[config.mk]
export PLATFORM = sky130hd
export DESIGN_NAME = ms_supervisor
export DESIGN_NICKNAME = d
export VERILOG_FILES = /design/src/common/ms_pkg.sv /design/src/rtl/ms_supervisor.sv
export SDC_FILE = /design/constraint.sdc
export NUM_CORES = 1
export LEC_CHECK = 0
export ABC_AREA = 0
export BUFFER_PORTS_ARGS = -buffer_cell sky130_fd_sc_hd__buf_2
export CORE_ASPECT_RATIO = 1.4
export CORE_UTILIZATION = 35
export DETAILED_ROUTE_END_ITERATION = 10
export HOLD_SLACK_MARGIN = 0.12
export PLACE_DENSITY_LB_ADDON = 0.05
export SLEW_MARGIN = 20
export SYNTH_ARGS = -nofsm -noshare
export SYNTH_HDL_FRONTEND = slang
export SYNTH_SLANG_ARGS = --single-unit
[constraint.sdc]
create_clock -name clock -period 4.7 [get_ports clock]
set_input_delay 0 -clock clock [delete_from_list [all_inputs] [get_ports clock]]
set_output_delay 0 -clock clock [all_outputs]
set_load 0.005 [all_outputs]
[src/common/ms_pkg.sv]
// Shared constants and types for the measurement supervisor.
// Assumes a single 100 MHz system clock and readings in 0.1 megohm units.
`default_nettype none
package ms_pkg;
   localparam int          CLK_HZ      = 100_000_000;
   // Reset key hold time in seconds and its cycle count.
   localparam int          KEY_HOLD_S  = 3;
   localparam int          KEY_HOLD_DEF = KEY_HOLD_S * CLK_HZ;
   // Slowest accepted repetition rate of line voltage peaks.
   localparam int          PEAK_MIN_HZ = 20;
   localparam int          PEAK_GAP_DEF = CLK_HZ / PEAK_MIN_HZ;
   // Over-range flash rate of the display, in full on/off periods.
   localparam int          BLINK_HZ    = 2;
   localparam int          BLINK_DEF   = CLK_HZ / (2 * BLINK_HZ);
   localparam int          CNT_W       = 32;
   localparam logic [31:0] CNT_ZERO    = 32'h0000_0000;
   localparam logic [31:0] CNT_ONE     = 32'h0000_0001;

   // Readings are in 0.1 megohm steps: 1 is 0.1, 999 is 99.9.
   localparam int          RD_W        = 10;
   localparam logic [9:0]  RD_MIN      = 10'h001;
   localparam logic [9:0]  RD_MAX      = 10'h3E7;
   localparam logic [9:0]  RD_ZERO     = 10'h000;

   // Line samples are signed, in 0.1 V units; 200 is 20.0 V.
   localparam int          VS_W        = 16;
   localparam logic [15:0] VOLT_THR    = 16'h00C8;

   typedef enum logic [1:0] {
      MS_LVL_OPER = 2'h0,
      MS_LVL_INIT = 2'h1,
      MS_LVL_COMM = 2'h2,
      MS_LVL_PROT = 2'h3
   } ms_level_t;

   typedef enum logic [3:0] {
      MS_IDLE = 4'h1,
      MS_AUTO = 4'h2,
      MS_MAN  = 4'h4,
      MS_HOLD = 4'h8
   } ms_state_t;

   typedef struct packed {
      logic [9:0] value;
      logic       valid;
      logic       under;
      logic       over_on;
   } ms_disp_t;

   typedef struct packed {
      logic alarm;
      logic alarm_led;
      logic failed;
      logic test_volt;
      logic auto_run;
      logic manual_run;
   } ms_stat_t;
endpackage
`default_nettype wire

[src/rtl/ms_supervisor.sv]
// Supervisor for an insulation-resistance measurement unit: load voltage
// watch, limiter trip, reset key, range clamp and measurement control.
// Assumes trigger, reset key and limiter come from pins; the rest is logic
// on the same clock.
`timescale 1ns/1ps
`default_nettype none

// Overview of operation
// - Readings clamp for alarm judgment: below 0.1 to zero, above 99.9 to 99.9.
// - Display shows steady under-range below 0.1, flashing over-range above 99.9.
// - While the load is powered, neither trigger nor manual start begins measuring.
// - Load becoming powered during a measurement ends it at once.
// - Load powered after trigger on marks measurement failed and sets alarm.
// - Load is powered when absolute line peak exceeds about 20 volts.
// - Peaks must recur at 20 Hz or faster, else load may read unpowered.
// - Limiter trip stops measuring and disconnects from the load at once.
// - Limiter trip in automatic measurement also marks it failed and sets the alarm.
// - Reset key held three seconds in operation level performs full reset.
// - Reset clears confirmed values, alarm outputs and the alarm indicator.
// - Reset ends any automatic or manual measurement immediately.
// - Communications reset command performs the same reset as the reset key, but in every level and with no hold time.
// - Reset key is ignored in initial, communications and protect levels.
// - Manual measurement error stops test voltage, shows failure, holds there.
module ms_supervisor
   import ms_pkg::*;
#(
   parameter logic [31:0] KEY_HOLD_CYC = 32'(KEY_HOLD_DEF),
   parameter logic [31:0] PEAK_GAP_CYC = 32'(PEAK_GAP_DEF),
   parameter logic [31:0] BLINK_CYC    = 32'(BLINK_DEF)
) (
   input  wire logic            clock,
   input  wire logic            nrst,
   input  wire logic            trigger_pin,
   input  wire logic            reset_key_n,
   input  wire logic            limiter_pin,
   input  wire logic [VS_W-1:0] line_sample,
   input  wire ms_level_t       level,
   input  wire logic            manual_start,
   input  wire logic            manual_stop,
   input  wire logic            comm_reset,
   input  wire logic            meas_done,
   input  wire logic [RD_W-1:0] reading,
   input  wire logic [RD_W-1:0] alarm_limit,
   output var  ms_disp_t        disp,
   output var  ms_stat_t        stat,
   output var  logic            load_powered,
   output var  logic [RD_W-1:0] judged_value
);

   // Clamp a raw reading to the range used for alarm judgment.
   function automatic logic [RD_W-1:0] ms_judge(input logic [RD_W-1:0] r);
      if (r < RD_MIN) begin
         ms_judge = RD_ZERO;
      end else if (r > RD_MAX) begin
         ms_judge = RD_MAX;
      end else begin
         ms_judge = r;
      end
   endfunction

   // Pin synchronisers: only the second stage is read by logic.
   logic [2:0] sy1_r;
   logic [2:0] sy2_r;
   logic       trig_s;
   logic       key_s;
   logic       lim_s;
   logic       trig_d_r;

   always_ff @(posedge clock) begin
      if (!nrst) begin
         sy1_r    <= 3'h0;
         sy2_r    <= 3'h0;
         trig_d_r <= 1'b0;
      end else begin
         sy1_r    <= {limiter_pin, ~reset_key_n, trigger_pin};
         sy2_r    <= sy1_r;
         trig_d_r <= trig_s;
      end
   end

   assign trig_s = sy2_r[0];
   assign key_s  = sy2_r[1];
   assign lim_s  = sy2_r[2];

   // Load voltage monitor. A peak above threshold restarts a hold window one
   // slowest-peak period long, so slower AC reads as unpowered between peaks.
   logic [VS_W-1:0]  abs_v;
   logic             above;
   logic [CNT_W-1:0] vm_cnt_r;
   logic [CNT_W-1:0] vm_cnt_nxt;
   logic             powered_r;
   logic             powered_nxt;

   always_comb begin
      abs_v       = line_sample[VS_W-1] ? VS_W'(-line_sample) : line_sample;
      above       = abs_v > VOLT_THR;
      vm_cnt_nxt  = vm_cnt_r;
      if (above) begin
         vm_cnt_nxt = PEAK_GAP_CYC;
      end else if (vm_cnt_r != CNT_ZERO) begin
         vm_cnt_nxt = vm_cnt_r - CNT_ONE;
      end
      powered_nxt = above || (vm_cnt_r > CNT_ONE);
   end

   always_ff @(posedge clock) begin
      if (!nrst) begin
         vm_cnt_r  <= CNT_ZERO;
         powered_r <= 1'b0;
      end else begin
         vm_cnt_r  <= vm_cnt_nxt;
         powered_r <= powered_nxt;
      end
   end

   // Reset key hold timer; it saturates so a long press fires only once.
   logic [CNT_W-1:0] key_cnt_r;
   logic [CNT_W-1:0] key_cnt_nxt;
   logic             lvl_op;
   logic             key_fire;
   logic             reset_ev;

   always_comb begin
      lvl_op      = (level == MS_LVL_OPER);
      key_cnt_nxt = key_cnt_r;
      if (!(key_s && lvl_op)) begin
         key_cnt_nxt = CNT_ZERO;
      end else if (key_cnt_r != KEY_HOLD_CYC) begin
         key_cnt_nxt = key_cnt_r + CNT_ONE;
      end
      key_fire = key_s && lvl_op && (key_cnt_r == KEY_HOLD_CYC - CNT_ONE);
      reset_ev = key_fire || comm_reset;
   end

   always_ff @(posedge clock) begin
      if (!nrst) begin
         key_cnt_r <= CNT_ZERO;
      end else begin
         key_cnt_r <= key_cnt_nxt;
      end
   end

   // Measurement control, confirmed result and alarm state.
   ms_state_t       st_r;
   ms_state_t       st_nxt;
   ms_stat_t        stat_nxt;
   logic [RD_W-1:0] conf_raw_r;
   logic [RD_W-1:0] conf_raw_nxt;
   logic            conf_vld_r;
   logic            conf_vld_nxt;
   logic            start_ok;
   logic            abort;
   logic            running;
   logic            trig_ev;
   logic            fail_ev;

   always_comb begin
      st_nxt       = st_r;
      stat_nxt     = stat;
      conf_raw_nxt = conf_raw_r;
      conf_vld_nxt = conf_vld_r;
      start_ok     = lvl_op && !powered_r;
      abort        = powered_r || lim_s;
      running      = (st_r == MS_AUTO) || (st_r == MS_MAN);
      trig_ev      = trig_s && !trig_d_r && lvl_op;
      fail_ev      = ((st_r == MS_AUTO) && abort)
                  || ((st_r == MS_IDLE) && trig_ev && !start_ok);
      if (reset_ev) begin
         st_nxt             = MS_IDLE;
         conf_vld_nxt       = 1'b0;
         conf_raw_nxt       = RD_ZERO;
         stat_nxt.alarm     = 1'b0;
         stat_nxt.alarm_led = 1'b0;
         stat_nxt.failed    = 1'b0;
         // A failure in the same cycle still wins over the clear.
         if (fail_ev) begin
            stat_nxt.alarm     = 1'b1;
            stat_nxt.alarm_led = 1'b1;
            stat_nxt.failed    = 1'b1;
         end
      end else begin
         case (st_r)
            MS_IDLE: begin
               if (trig_ev) begin
                  if (start_ok) begin
                     st_nxt = MS_AUTO;
                  end else begin
                     stat_nxt.failed    = 1'b1;
                     stat_nxt.alarm     = 1'b1;
                     stat_nxt.alarm_led = 1'b1;
                  end
               end else if (manual_start && start_ok) begin
                  st_nxt             = MS_MAN;
                  conf_vld_nxt       = 1'b0;
                  stat_nxt.alarm     = 1'b0;
                  stat_nxt.alarm_led = 1'b0;
                  stat_nxt.failed    = 1'b0;
               end
            end
            MS_AUTO: begin
               if (abort) begin
                  st_nxt             = MS_IDLE;
                  stat_nxt.failed    = 1'b1;
                  stat_nxt.alarm     = 1'b1;
                  stat_nxt.alarm_led = 1'b1;
               end else if (meas_done) begin
                  st_nxt       = MS_IDLE;
                  conf_raw_nxt = reading;
                  conf_vld_nxt = 1'b1;
                  if (ms_judge(reading) < alarm_limit) begin
                     stat_nxt.alarm     = 1'b1;
                     stat_nxt.alarm_led = 1'b1;
                  end
               end
            end
            MS_MAN: begin
               if (abort) begin
                  st_nxt          = MS_HOLD;
                  stat_nxt.failed = 1'b1;
               end else if (manual_stop) begin
                  st_nxt = MS_IDLE;
               end else if (meas_done) begin
                  conf_raw_nxt = reading;
                  conf_vld_nxt = 1'b1;
               end
            end
            MS_HOLD: begin
               if (manual_stop) begin
                  st_nxt          = MS_IDLE;
                  stat_nxt.failed = 1'b0;
               end
            end
            default: begin
               st_nxt = MS_IDLE;
            end
         endcase
      end
      stat_nxt.test_volt  = (st_nxt == MS_AUTO) || (st_nxt == MS_MAN);
      stat_nxt.auto_run   = (st_nxt == MS_AUTO);
      stat_nxt.manual_run = (st_nxt == MS_MAN);
   end

   always_ff @(posedge clock) begin
      if (!nrst) begin
         st_r       <= MS_IDLE;
         stat       <= '0;
         conf_raw_r <= RD_ZERO;
         conf_vld_r <= 1'b0;
      end else begin
         st_r       <= st_nxt;
         stat       <= stat_nxt;
         conf_raw_r <= conf_raw_nxt;
         conf_vld_r <= conf_vld_nxt;
      end
   end

   // Display and judged value, registered from the confirmed reading.
   logic [CNT_W-1:0] bl_cnt_r;
   logic [CNT_W-1:0] bl_cnt_nxt;
   logic             bl_ph_r;
   logic             bl_ph_nxt;
   ms_disp_t         disp_nxt;
   logic [RD_W-1:0]  judged_nxt;

   always_comb begin
      bl_cnt_nxt = bl_cnt_r + CNT_ONE;
      bl_ph_nxt  = bl_ph_r;
      if (bl_cnt_r >= BLINK_CYC - CNT_ONE) begin
         bl_cnt_nxt = CNT_ZERO;
         bl_ph_nxt  = ~bl_ph_r;
      end
      judged_nxt       = ms_judge(conf_raw_r);
      disp_nxt.valid   = conf_vld_r;
      disp_nxt.value   = judged_nxt;
      disp_nxt.under   = conf_vld_r && (conf_raw_r < RD_MIN);
      disp_nxt.over_on = conf_vld_r && (conf_raw_r > RD_MAX) && bl_ph_r;
   end

   always_ff @(posedge clock) begin
      if (!nrst) begin
         bl_cnt_r     <= CNT_ZERO;
         bl_ph_r      <= 1'b0;
         disp         <= '0;
         judged_value <= RD_ZERO;
         load_powered <= 1'b0;
      end else begin
         bl_cnt_r     <= bl_cnt_nxt;
         bl_ph_r      <= bl_ph_nxt;
         disp         <= disp_nxt;
         judged_value <= judged_nxt;
         load_powered <= powered_nxt;
      end
   end
endmodule
`default_nettype wire

==> results of run 1 <==
-- stage by stage --
step / power (mW) / instances / hold WS, ps / util [%] / worst slack, ps
floorplan: 1.29 / 772 / 66.7 / - / 2350
global placement: 1.34 / 1058 / 163 / 38.6 / 1850
finish: 2.69 / 1107 / 137 / 42.9 / 2120
CTS: 2.73 / 1107 / 136 / 42.8 / 2050
detailed placement: 1.34 / 1058 / 155 / 38.6 / 1770
global route: 2.80 / 1107 / 186 / 42.9 / 1850
-- timing repair --
item	CTS	global route
hold endpoints to repair	27	0
hold buffers	17	0
endpoints found under the setup margin	0	0
-- critical path: stages (launching register included) --
cell	delay, ps
dfxtp_1	350
inv_1	70
ha_1	190
nor3b_1	610
and4_1	380
nand3_1	370
nand3_1	250
xnor2_1	90
o21a_1	160
-- cell usage in the layout (no fill, tap or decap), types with 8 or more instances in the layout --
cell type	count
ha_1	15
dfxtp_1	138
nand2_1	41
dlygate4sd3_1	17
and4_1	8
nor4b_1	9
inv_1	21
nand2b_1	12
nor3_1	22
nor2b_1	10
and2_1	16
buf_2	76
xnor2_1	32
mux2i_1	15
o21ai_0	15
nand4_1	25
o21a_1	11
or3_1	13
nand3_1	30
clkbuf_16	17
xor2_1	46
nor4_1	24
a21oi_1	15
nor2_1	132
-- cells by family (layout without fill, tap and decap cells) --
kind of cell | count (synthesis) | in the layout
compound gates | 90 | 90
other cells | 1 | 7
simple gates | 370 | 370
xor+xnor | 78 | 78
fa+ha+maj | 15 | 15
buf+inv | 58 | 149
mux | 16 | 16
flops | 138 | 138
-- final timing paths --
kind,endpoint,start,slack (ps)
worst min register to register,sy2_r[2],sy1_r[2],440
worst min-delay path,conf_vld_r,meas_done,140
worst max register to register,vm_cnt_r[9],vm_cnt_r[0],2120
worst max-delay path,vm_cnt_r[9],vm_cnt_r[0],2120
-- area by class of cell --
class / instances / area (sq um) / area share [%]
Clock buffer: 21 / 460 / 5.78
Clock inverter: 11 / 145 / 1.82
Inverter: 21 / 78.8 / 0.989
Multi-Input combinational cell: 576 / 3650 / 45.7
Sequential cell: 138 / 2760 / 34.7
Tap cell: 244 / 305 / 3.83
Timing Repair Buffer: 96 / 573 / 7.19
-- state kept, by name, summed over array words and instances (netlist names) --
name / cells
st_r: 4
conf_vld_r: 1
key_cnt_r: 32
judged_value: 10
stat: 5
bl_cnt_r: 32
vm_cnt_r: 32
load_powered: 1
trig_d_r: 1
sy2_r: 3
conf_raw_r: 10
disp: 3
sy1_r: 3
bl_ph_r: 1
-- power groups by stage --
stage	registers, mW	logic, mW	clock network [mW]
final	1.19	0.134	1.37
after CTS	1.19	0.134	1.40
after detailed placement	1.22	0.122	0
after global routing	1.19	0.151	1.46
after global placement	1.22	0.120	0
after floorplan	1.21	0.0785	0
-- per-layer routing --
layer  vias to the layer above  share of wire (%)  GRT usage [%]
li1                       2854                  -              -
met1                      2609                 43           17.4
met2                       105                 52           31.0
met3                        19                3.2           3.87
met4                         0                1.6           5.98
met5                         -                  0              0
==> results.ini, run 1 <==
[timing]
fin_setup_tns_ps=0
slew_viol_final=0
grt_setup_unrepaired=no
slew_headroom_pct=29.8
max_freq_ghz=0.387
period_share_pct=54.9
finalSetupViolations=0
final.min_clock_period_ps=2580
finalClockSkew_ps=8.42
worst_pin_slew_ps=1040
hold_violations=0

[synth]
synth_xor_area_share_pct=10.3
synth_top_flop_cell=dfxtp_1
synth-seq-area-share_pct=41.6
synth_top_family_by_area=simple AND/OR/NAND/NOR gates
synth-simple-area-share_pct=28.6
yosysWarnings=0
yosysTopAreaCell=dfxtp_1
synth_cell_type_count=64
synth_area_per_cell_sq_um=8.67
synth_cells=766
netlist.area_leader.share_pct=41.6
synth_most_common_cell=dfxtp_1
synthAdderAreaFrac_pct=2.83
synthArstFlopShare_pct=0
synth_compound_area_share_pct=10.2
synth_edf_count=0
synth-seq-cells=138
synthTopCellsByArea=dfxtp_1 (42%), nor2_1 (7.5%), xor2_1 (6.1%)
synth_common_cells=dfxtp_1 (138), nor2_1 (132), xor2_1 (46)
syn_area_sq_um=6640
muxShareOfSynthArea_pct=2.43

[setup_path]
crit_path_end_kind=flop
crit_type=reg2reg
crit_arrival_ps=2900
worstPathRequired_ps=5010
critPathMaxFanout=10
r2r_cells=8
cp-start-kind=flop

[placed_design]
port-buffer-count=76
gp_congestion=0.828
post_dp_cell_area_sq_um=7190
hpwl_um=11100

[grt]
track_usage_pct=16.3
grt_max_degree=33
grt_pass1_vias=5340
grt-ovfl-total=0
grt_antenna_before_repair=0
grt_pass1_wl_um=25200

[status]
status=completed

[layout]
antenna_cells=0
fill_cells=1927
area.growth.synth_to_final_pct=20.0
final_net_count=912
drive_above_1_share_pct=14.8
fin_area_sq_um=7970

[job]
cap_violations=0

[hold_path]
hold_path.class=in2reg
hold-path-cell-count=4

[floorplanning]
die_w_um=118
core_sq_um=18600
die_area_sq_um=19500
rows=59
initial_core_util_pct=35.7
die_y_um=165
ios=77

[clocking]
cts.clk_slew.worst_paths_ps=60
cts_setup_buffers=0
clk_latency_ps=420
cts_buffers=17
htreeDepth=4
cts_tree=built
cts_buffer_depth=2
cts.repair.resized=0
cts.sinks=138
cts-root-buf=clkbuf_16

[pwr]
internal_power_mw=2.10
power_frac_comb_pct=5.0
power.density_nw_per_um2=338
sw_frac_of_total_pct=21.9
p_clk_share_pct=50.8
seq_power_share_pct=44.2
ir_worst_vdd_v=0.000281
p_leak_nw=3.07
power.switching_uw=590

[route]
ant_nets=0
wl_um=15300
drt_iter0_drc=232
first_pass_iters=4
drc=0
wire_per_inst_um=13.8
via_count=5587
vias_per_cell=5.05

No activity file was read; power rests on OpenSTA's default activity.
==> run 2, diff against run 1 <==
- ABC_AREA: 0 -> 1
- clock period: 4.7 -> 2.14 ns (I/O delays scaled with it)
==> results.ini, run 2 <==
[floorplanning]
ios=77  ; unchanged
initial_core_util_pct=35.9  ; +0.15 points
die_w_um=125  ; +5.3%
die_y_um=174  ; +5.3%
rows=62  ; +5.1%
core_sq_um=20600  ; +11%
die_area_sq_um=21700  ; +11%

[synth]
synth-seq-cells=138  ; unchanged
synth_most_common_cell=nand2_1
synth-seq-area-share_pct=37.5  ; -4.1 points
synthTopCellsByArea=dfxtp_1 (37%), nand2_1 (11%), nor2_1 (8.7%)
synth_cell_type_count=47  ; -27%
yosysTopAreaCell=dfxtp_1
syn_area_sq_um=7370  ; +11%
synthArstFlopShare_pct=0  ; unchanged
netlist.area_leader.share_pct=37.5  ; -4.1 points
synth_common_cells=nand2_1 (216), nor2_1 (171), inv_1 (154)
yosysWarnings=0  ; unchanged
synth_area_per_cell_sq_um=6.84  ; -21%
synth_top_flop_cell=dfxtp_1
synth_cells=1078  ; +41%
synth_edf_count=0  ; unchanged

[route]
top_layer_used=met4
wire_per_inst_um=12.2  ; -12%
vias_per_cell=4.59  ; -9.0%
drt-met1-wl_um=8070  ; +23%
wl_um=17700  ; +16%
wl_met3_um=452  ; -6.8%
first_pass_iters=5  ; +1
via_count=6692  ; +20%
drc=0  ; unchanged
drt_iter0_drc=333  ; +44%
ant_nets=0  ; unchanged
wl_met2_um=8950  ; +12%

[setup_path]
crit_type=reg2reg
crit_slowest_cell=dfxtp_1
worstPathCellList=inv_1, ha_1, nand4_1, nor2_2, buf_4, nand2_1, nor2_1, nand3_1, xor2_1, nor2_2
critical_path_buf_inv_count=2  ; +1
worstPathRequired_ps=2450  ; -2560 ps
slowest_delay_ps=340  ; -270 ps
cp-start-kind=flop
crit_arrival_ps=2220  ; -680 ps
path_delay_family=simple AND/OR/NAND/NOR gates
critPathMaxFanout=5  ; -5
crit_path_end_kind=flop
crit_path_frequent_cell=nor2_2

[timing]
slew_viol_final=0  ; unchanged
period_share_pct=89.1  ; +34 points
worst_pin_slew_ps=544  ; -494 ps
slew_headroom_pct=63.4  ; +34 points
finalClockSkew_ps=12.9  ; +4.51 ps
max_freq_ghz=0.525  ; +35%
fin_setup_tns_ps=0  ; unchanged
hold_violations=0  ; unchanged
grt_setup_unrepaired=no
finalSetupViolations=0  ; unchanged
final.min_clock_period_ps=1910  ; -676 ps

[grt]
grt_max_degree=25  ; -24%
grt_antenna_before_repair=2  ; +2
grt_pass1_wl_um=30400  ; +20%
track_usage_pct=17.2  ; +0.96 points
grt-ovfl-total=0  ; unchanged
grt_pass1_vias=6568  ; +23%

[layout]
mostFrequentLayoutCell=nand2_1
fill_cells=2164  ; +12%
multiInputGateArea_sq_um=3840  ; +5.4%
area.growth.synth_to_final_pct=21.6
final_net_count=1248  ; +37%
final_cell_mix=nand2_1 (214), nor2_1 (171), inv_1 (153)
regArea_sq_um=2770  ; about the same
drive_above_1_share_pct=17.1  ; +2.3 points
largestRegisters=bl_cnt_r (32), key_cnt_r (32), vm_cnt_r (32)

[placed_design]
hpwl_um=13600  ; +23%
port-buffer-count=76  ; unchanged
gp_congestion=0.819  ; -1.1%

[job]
cap_violations=0  ; unchanged

[status]
status=completed

[clocking]
cts.sinks=138  ; unchanged
cts-root-buf=clkbuf_16
cts_buffer_depth=2  ; unchanged
cts.clk_slew.worst_paths_ps=70  ; about the same
clk_latency_ps=420  ; about the same
cts_tree=built
cts_buffers=17  ; unchanged
htreeDepth=4  ; unchanged

[pwr]
power.density_nw_per_um2=706  ; +110%
ir_worst_vdd_v=0.000523  ; +86%
p_leak_nw=3.90  ; +27%
total_power_mw=6.33  ; +130%

[hold_path]
hold_path.class=in2reg

-- run 2: cell count changes in the layout (fill, tap and decap cells not counted), sizes merged, moves of 14 or more --
cell	delta
a21oi	+31
mux2i	-15
nor2	+74
buf	+14
and2	-16
nor3	+21
nor4	-19
nand3	+25
inv	+145
nand2	+182
xnor2	-22
o21ai	+19
xor2	-26
-- run 2: timing repair --
| action | 4_1_cts | 5_1_grt |
|---|---|---|
| setup buffers | 0 | 2 |
| hold endpoints to repair | 43 | 0 |
| gates resized for setup | 0 | 10 |
| setup endpoints to repair | 0 | 21 |
| hold buffers | 23 | 0 |
-- run 2: layout make-up --
cell class / count / share of cell area [%]
Clock buffer: 18 / 4.90
Clock inverter: 14 / 2.44
Multi-Input combinational cell: 749 / 42.9
Inverter: 165 / 6.91
Tap cell: 256 / 3.57
Antenna cell: 2 / 0.0558
Timing Repair Buffer: 115 / 8.40
Sequential cell: 138 / 30.8
-- run 2: logic make-up (layout without fill, tap and decap cells) --
family | Yosys count | count (layout) | synth area share (%)
fa+ha+maj | 15 | 15 | 2.55
simple gates | 592 | 592 | 37.2
xor+xnor | 30 | 30 | 3.56
other cells | 1 | 9 | 0.0509
buf+inv | 197 | 312 | 11.0
compound gates | 105 | 105 | 8.10
flops | 138 | 138 | 37.5
-- run 2: stage by stage --
stage	worst slack [ps]	area, sq um	utilization, %	hold WS, ps	std cells
5_1_grt	3.77	8960	43.6	194	1456
3_5_place_dp	159	8010	39.0	187	1399
6_report	233	8960	43.6	152	1457
3_3_place_gp	169	8010	39.0	184	1399
4_1_cts	13.1	8900	43.3	142	1454
2_1_floorplan	419	7390	-	72.4	1084
-- run 2: path summary, 6_finish.rpt --
path | start | end | slack (ps) | depth (start not counted)
max | vm_cnt_r[0] | vm_cnt_r[28] | 230 | 10
max reg2reg | vm_cnt_r[0] | vm_cnt_r[28] | 230 | 10
min | level[0] | st_r[0] | 150 | 6
min reg2reg | sy1_r[1] | sy2_r[1] | 400 | 2
-- run 2: power by group --
| part | switching [mW] | total [mW] | internal, mW |
|---|---|---|---|
| Clock | 1.20 | 3.31 | 2.11 |
| Combinational | 0.226 | 0.395 | 0.169 |
| Sequential | 0.0208 | 2.62 | 2.60 |
| Total | 1.45 | 6.33 | 4.88 |
-- run 2: per-layer routing --
layer / up-vias / global-route usage (%)
li1: 3632 / -
met1: 2955 / 20.0
met2: 85 / 30.8
met3: 20 / 3.52
met4: 0 / 6.73
met5: - / 0
-- run 2: worst min-delay path, cell delays in order --
cell and delay [ps]:
buf_2 90, nor3_1 40, buf_4 140, a21oi_1 130
nor3_1 70, nand3_1 70
==> run 3, diff against run 2 <==
- ABC_AREA: 1 -> unset
==> results.ini, run 3 (synthesis gave the netlist of run 1 again) <==
[hold_path]
min_from=meas_done
hold_path.class=in2reg
min_to=conf_vld_r
hold-path-cell-count=4  ; -2

[pwr]
ir_worst_vdd_v=0.000486  ; -7.1%
p_clk_share_pct=50.1  ; -2.3 points
power.density_nw_per_um2=683  ; -3.3%
power.switching_mw=1.39  ; -4.1%
power_frac_comb_pct=5.9  ; -0.3 points
sw_frac_of_total_pct=23.4  ; +0.49 points
seq_power_share_pct=44.0  ; +2.6 points
p_leak_nw=3.50  ; -10%
internal_power_mw=4.55  ; -6.7%

[route]
ant_nets=0  ; unchanged
via_count=5908  ; -12%
vias_per_cell=4.97  ; +8.2%
drt_iter0_drc=340  ; +2.1%
wl_um=16300  ; -8.3%
wire_per_inst_um=13.7  ; +12%
first_pass_iters=4  ; -1
drc=0  ; unchanged

[timing]
slew_headroom_pct=53.4  ; -10 points
final.min_clock_period_ps=2240  ; +337 ps
worst_slack_ps=-103  ; -337 ps
worst_hold_slack_ps=143  ; -8.77 ps
grt_setup_unrepaired=yes
worst_pin_slew_ps=694  ; +150 ps
finalSetupViolations=7  ; +7
finalClockSkew_ps=11.6  ; -1.30 ps
hold_violations=0  ; unchanged
max_freq_ghz=0.446  ; -15%
period_share_pct=105  ; +16 points
slew_viol_final=0  ; unchanged

[clocking]
cts.clk_slew.worst_paths_ps=60  ; about the same
cts_buffer_depth=2  ; unchanged
cts_buffers=17  ; unchanged
htreeDepth=4  ; unchanged
clk_latency_ps=420  ; about the same
cts-root-buf=clkbuf_16
cts_tree=built
cts.sinks=138  ; unchanged

[floorplanning]
initial_core_util_pct=35.7  ; -0.15 points
ios=77  ; unchanged
die_y_um=165  ; -5.0%
die_w_um=118  ; -5.0%
rows=59  ; -4.8%
die_area_sq_um=19500  ; -9.8%
core_sq_um=18600  ; -9.5%

[setup_path]
crit_slowest_cell=or4_4
worstPathRequired_ps=2450  ; about the same
r2r_cells=6  ; -4
cp-start-kind=flop
worstPathCellList=or4_4, or4_4, a211o_1, or3_1, xor2_1, nor2_1
crit_type=reg2reg
rr_endpoint=vm_cnt_r[25]
crit_arrival_ps=2560  ; +340 ps
r2r-start=vm_cnt_r[18]
critPathLaunch=vm_cnt_r[18]
critPathMaxFanout=4  ; -1
path_delay_family=simple AND/OR/NAND/NOR gates
critical_path_buf_inv_count=0  ; -2
r2r_setup_slack_ps=-100  ; -340 ps
slowest_delay_ps=530  ; +190 ps
crit_path_frequent_cell=or4_4
crit_path_end_kind=flop

[placed_design]
hpwl_um=11900  ; -13%
dp.cells=1129  ; -19%
gp_congestion=0.854  ; +4.3%
port-buffer-count=76  ; unchanged
dp_slack_ps=-119  ; -278 ps
post_dp_cell_area_sq_um=7750  ; -3.3%

[layout]
drive_above_1_share_pct=24.4  ; +7.3 points
multiInputGateArea_sq_um=3740  ; -2.6%
final_cell_mix=dfxtp_1 (135), nor2_1 (129), buf_4 (80)
largestRegisters=bl_cnt_r (32), key_cnt_r (32), vm_cnt_r (32)
fin_area_sq_um=8700  ; -2.9%
fill_cells=1875  ; -13%
final_cells=1189  ; -18%
regArea_sq_um=2770  ; about the same
area.growth.synth_to_final_pct=31.0
antenna_cells=0  ; -2
final_net_count=994  ; -20%
final_util_pct=46.8  ; +3.2 points
mostFrequentLayoutCell=dfxtp_1

[grt]
grt_pass1_vias=5776  ; -12%
grt_max_degree=33  ; +32%
track_usage_pct=17.4  ; +0.17 points
grt-ovfl-total=0  ; unchanged
grt_pass1_wl_um=27200  ; -11%
grt_antenna_before_repair=0  ; -2

[job]
cap_violations=0  ; unchanged

[status]
status=finished, violations left
violations=setup timing

## run 3: cell types whose count changed in the layout (fill, tap and decap cells not counted), moves of 25 or more
cell	before	now
nand2_1	214	40
inv_1	153	21
buf_4	15	80
nor2_1	171	129
a21oi_1	46	14
nor2_2	29	2
xor2_1	20	45
## run 3: worst register-to-register path, stage by stage (launching register included)
cell and delay [ps]:
dfxtp_2 310, or4_4 530, or4_4 460, a211o_1 300, or3_1 330, xor2_1 150, nor2_1 50
## run 3: final cells by class
type	instances	share of cell area (%)
timing repair buffer	178	13.9
clock inverter	14	1.84
inverter	21	0.906
sequential	138	31.8
clock buffer	18	5.05
tap	244	3.51
multi-input combinational	576	43.0
## run 3: how the worst max path moves through the flow
| stage | end | cells past startpoint |
|---|---|---|
| final | vm_cnt_r[25] | 6 |
| after global routing | vm_cnt_r[25] | 6 |
| after CTS | vm_cnt_r[25] | 6 |
| after detailed placement | vm_cnt_r[25] | 6 |
| after global placement | vm_cnt_r[25] | 6 |
| after floorplan | vm_cnt_r[25] | 6 |
## run 3: stage by stage
step,power [mW],TNS (ps)
6_report,5.94,-263
5_1_grt,6.20,-1080
4_1_cts,6.03,-310
3_5_place_dp,2.99,-2300
3_3_place_gp,2.98,-1040
2_1_floorplan,2.84,-317
## run 3: power by group through the flow
stage / Sequential, mW / Clock, mW / Combinational [mW]
CTS: 2.61 / 3.07 / 0.350
global placement: 2.67 / 0 / 0.313
detailed placement: 2.67 / 0 / 0.320
floorplan: 2.66 / 0 / 0.173
finish: 2.61 / 2.97 / 0.352
global route: 2.61 / 3.19 / 0.394
## run 3: layer usage
layer	share of wire, %	track usage [%]
met2	52	31.6
met5	0	0
met3	2.7	3.11
met1	44	20.0
met4	1.7	7.71
## run 3: what timing repair did
| item | 4_1_cts | 5_1_grt |
|---|---|---|
| setup endpoints to repair | 15 | 61 |
| hold buffers | 18 | 0 |
| gates resized for setup | 3 | 24 |
| pin swaps | 1 | 6 |
| gates cloned | 0 | 2 |
| hold endpoints to repair | 26 | 0 |
| buffers inserted | 3 | 5 |
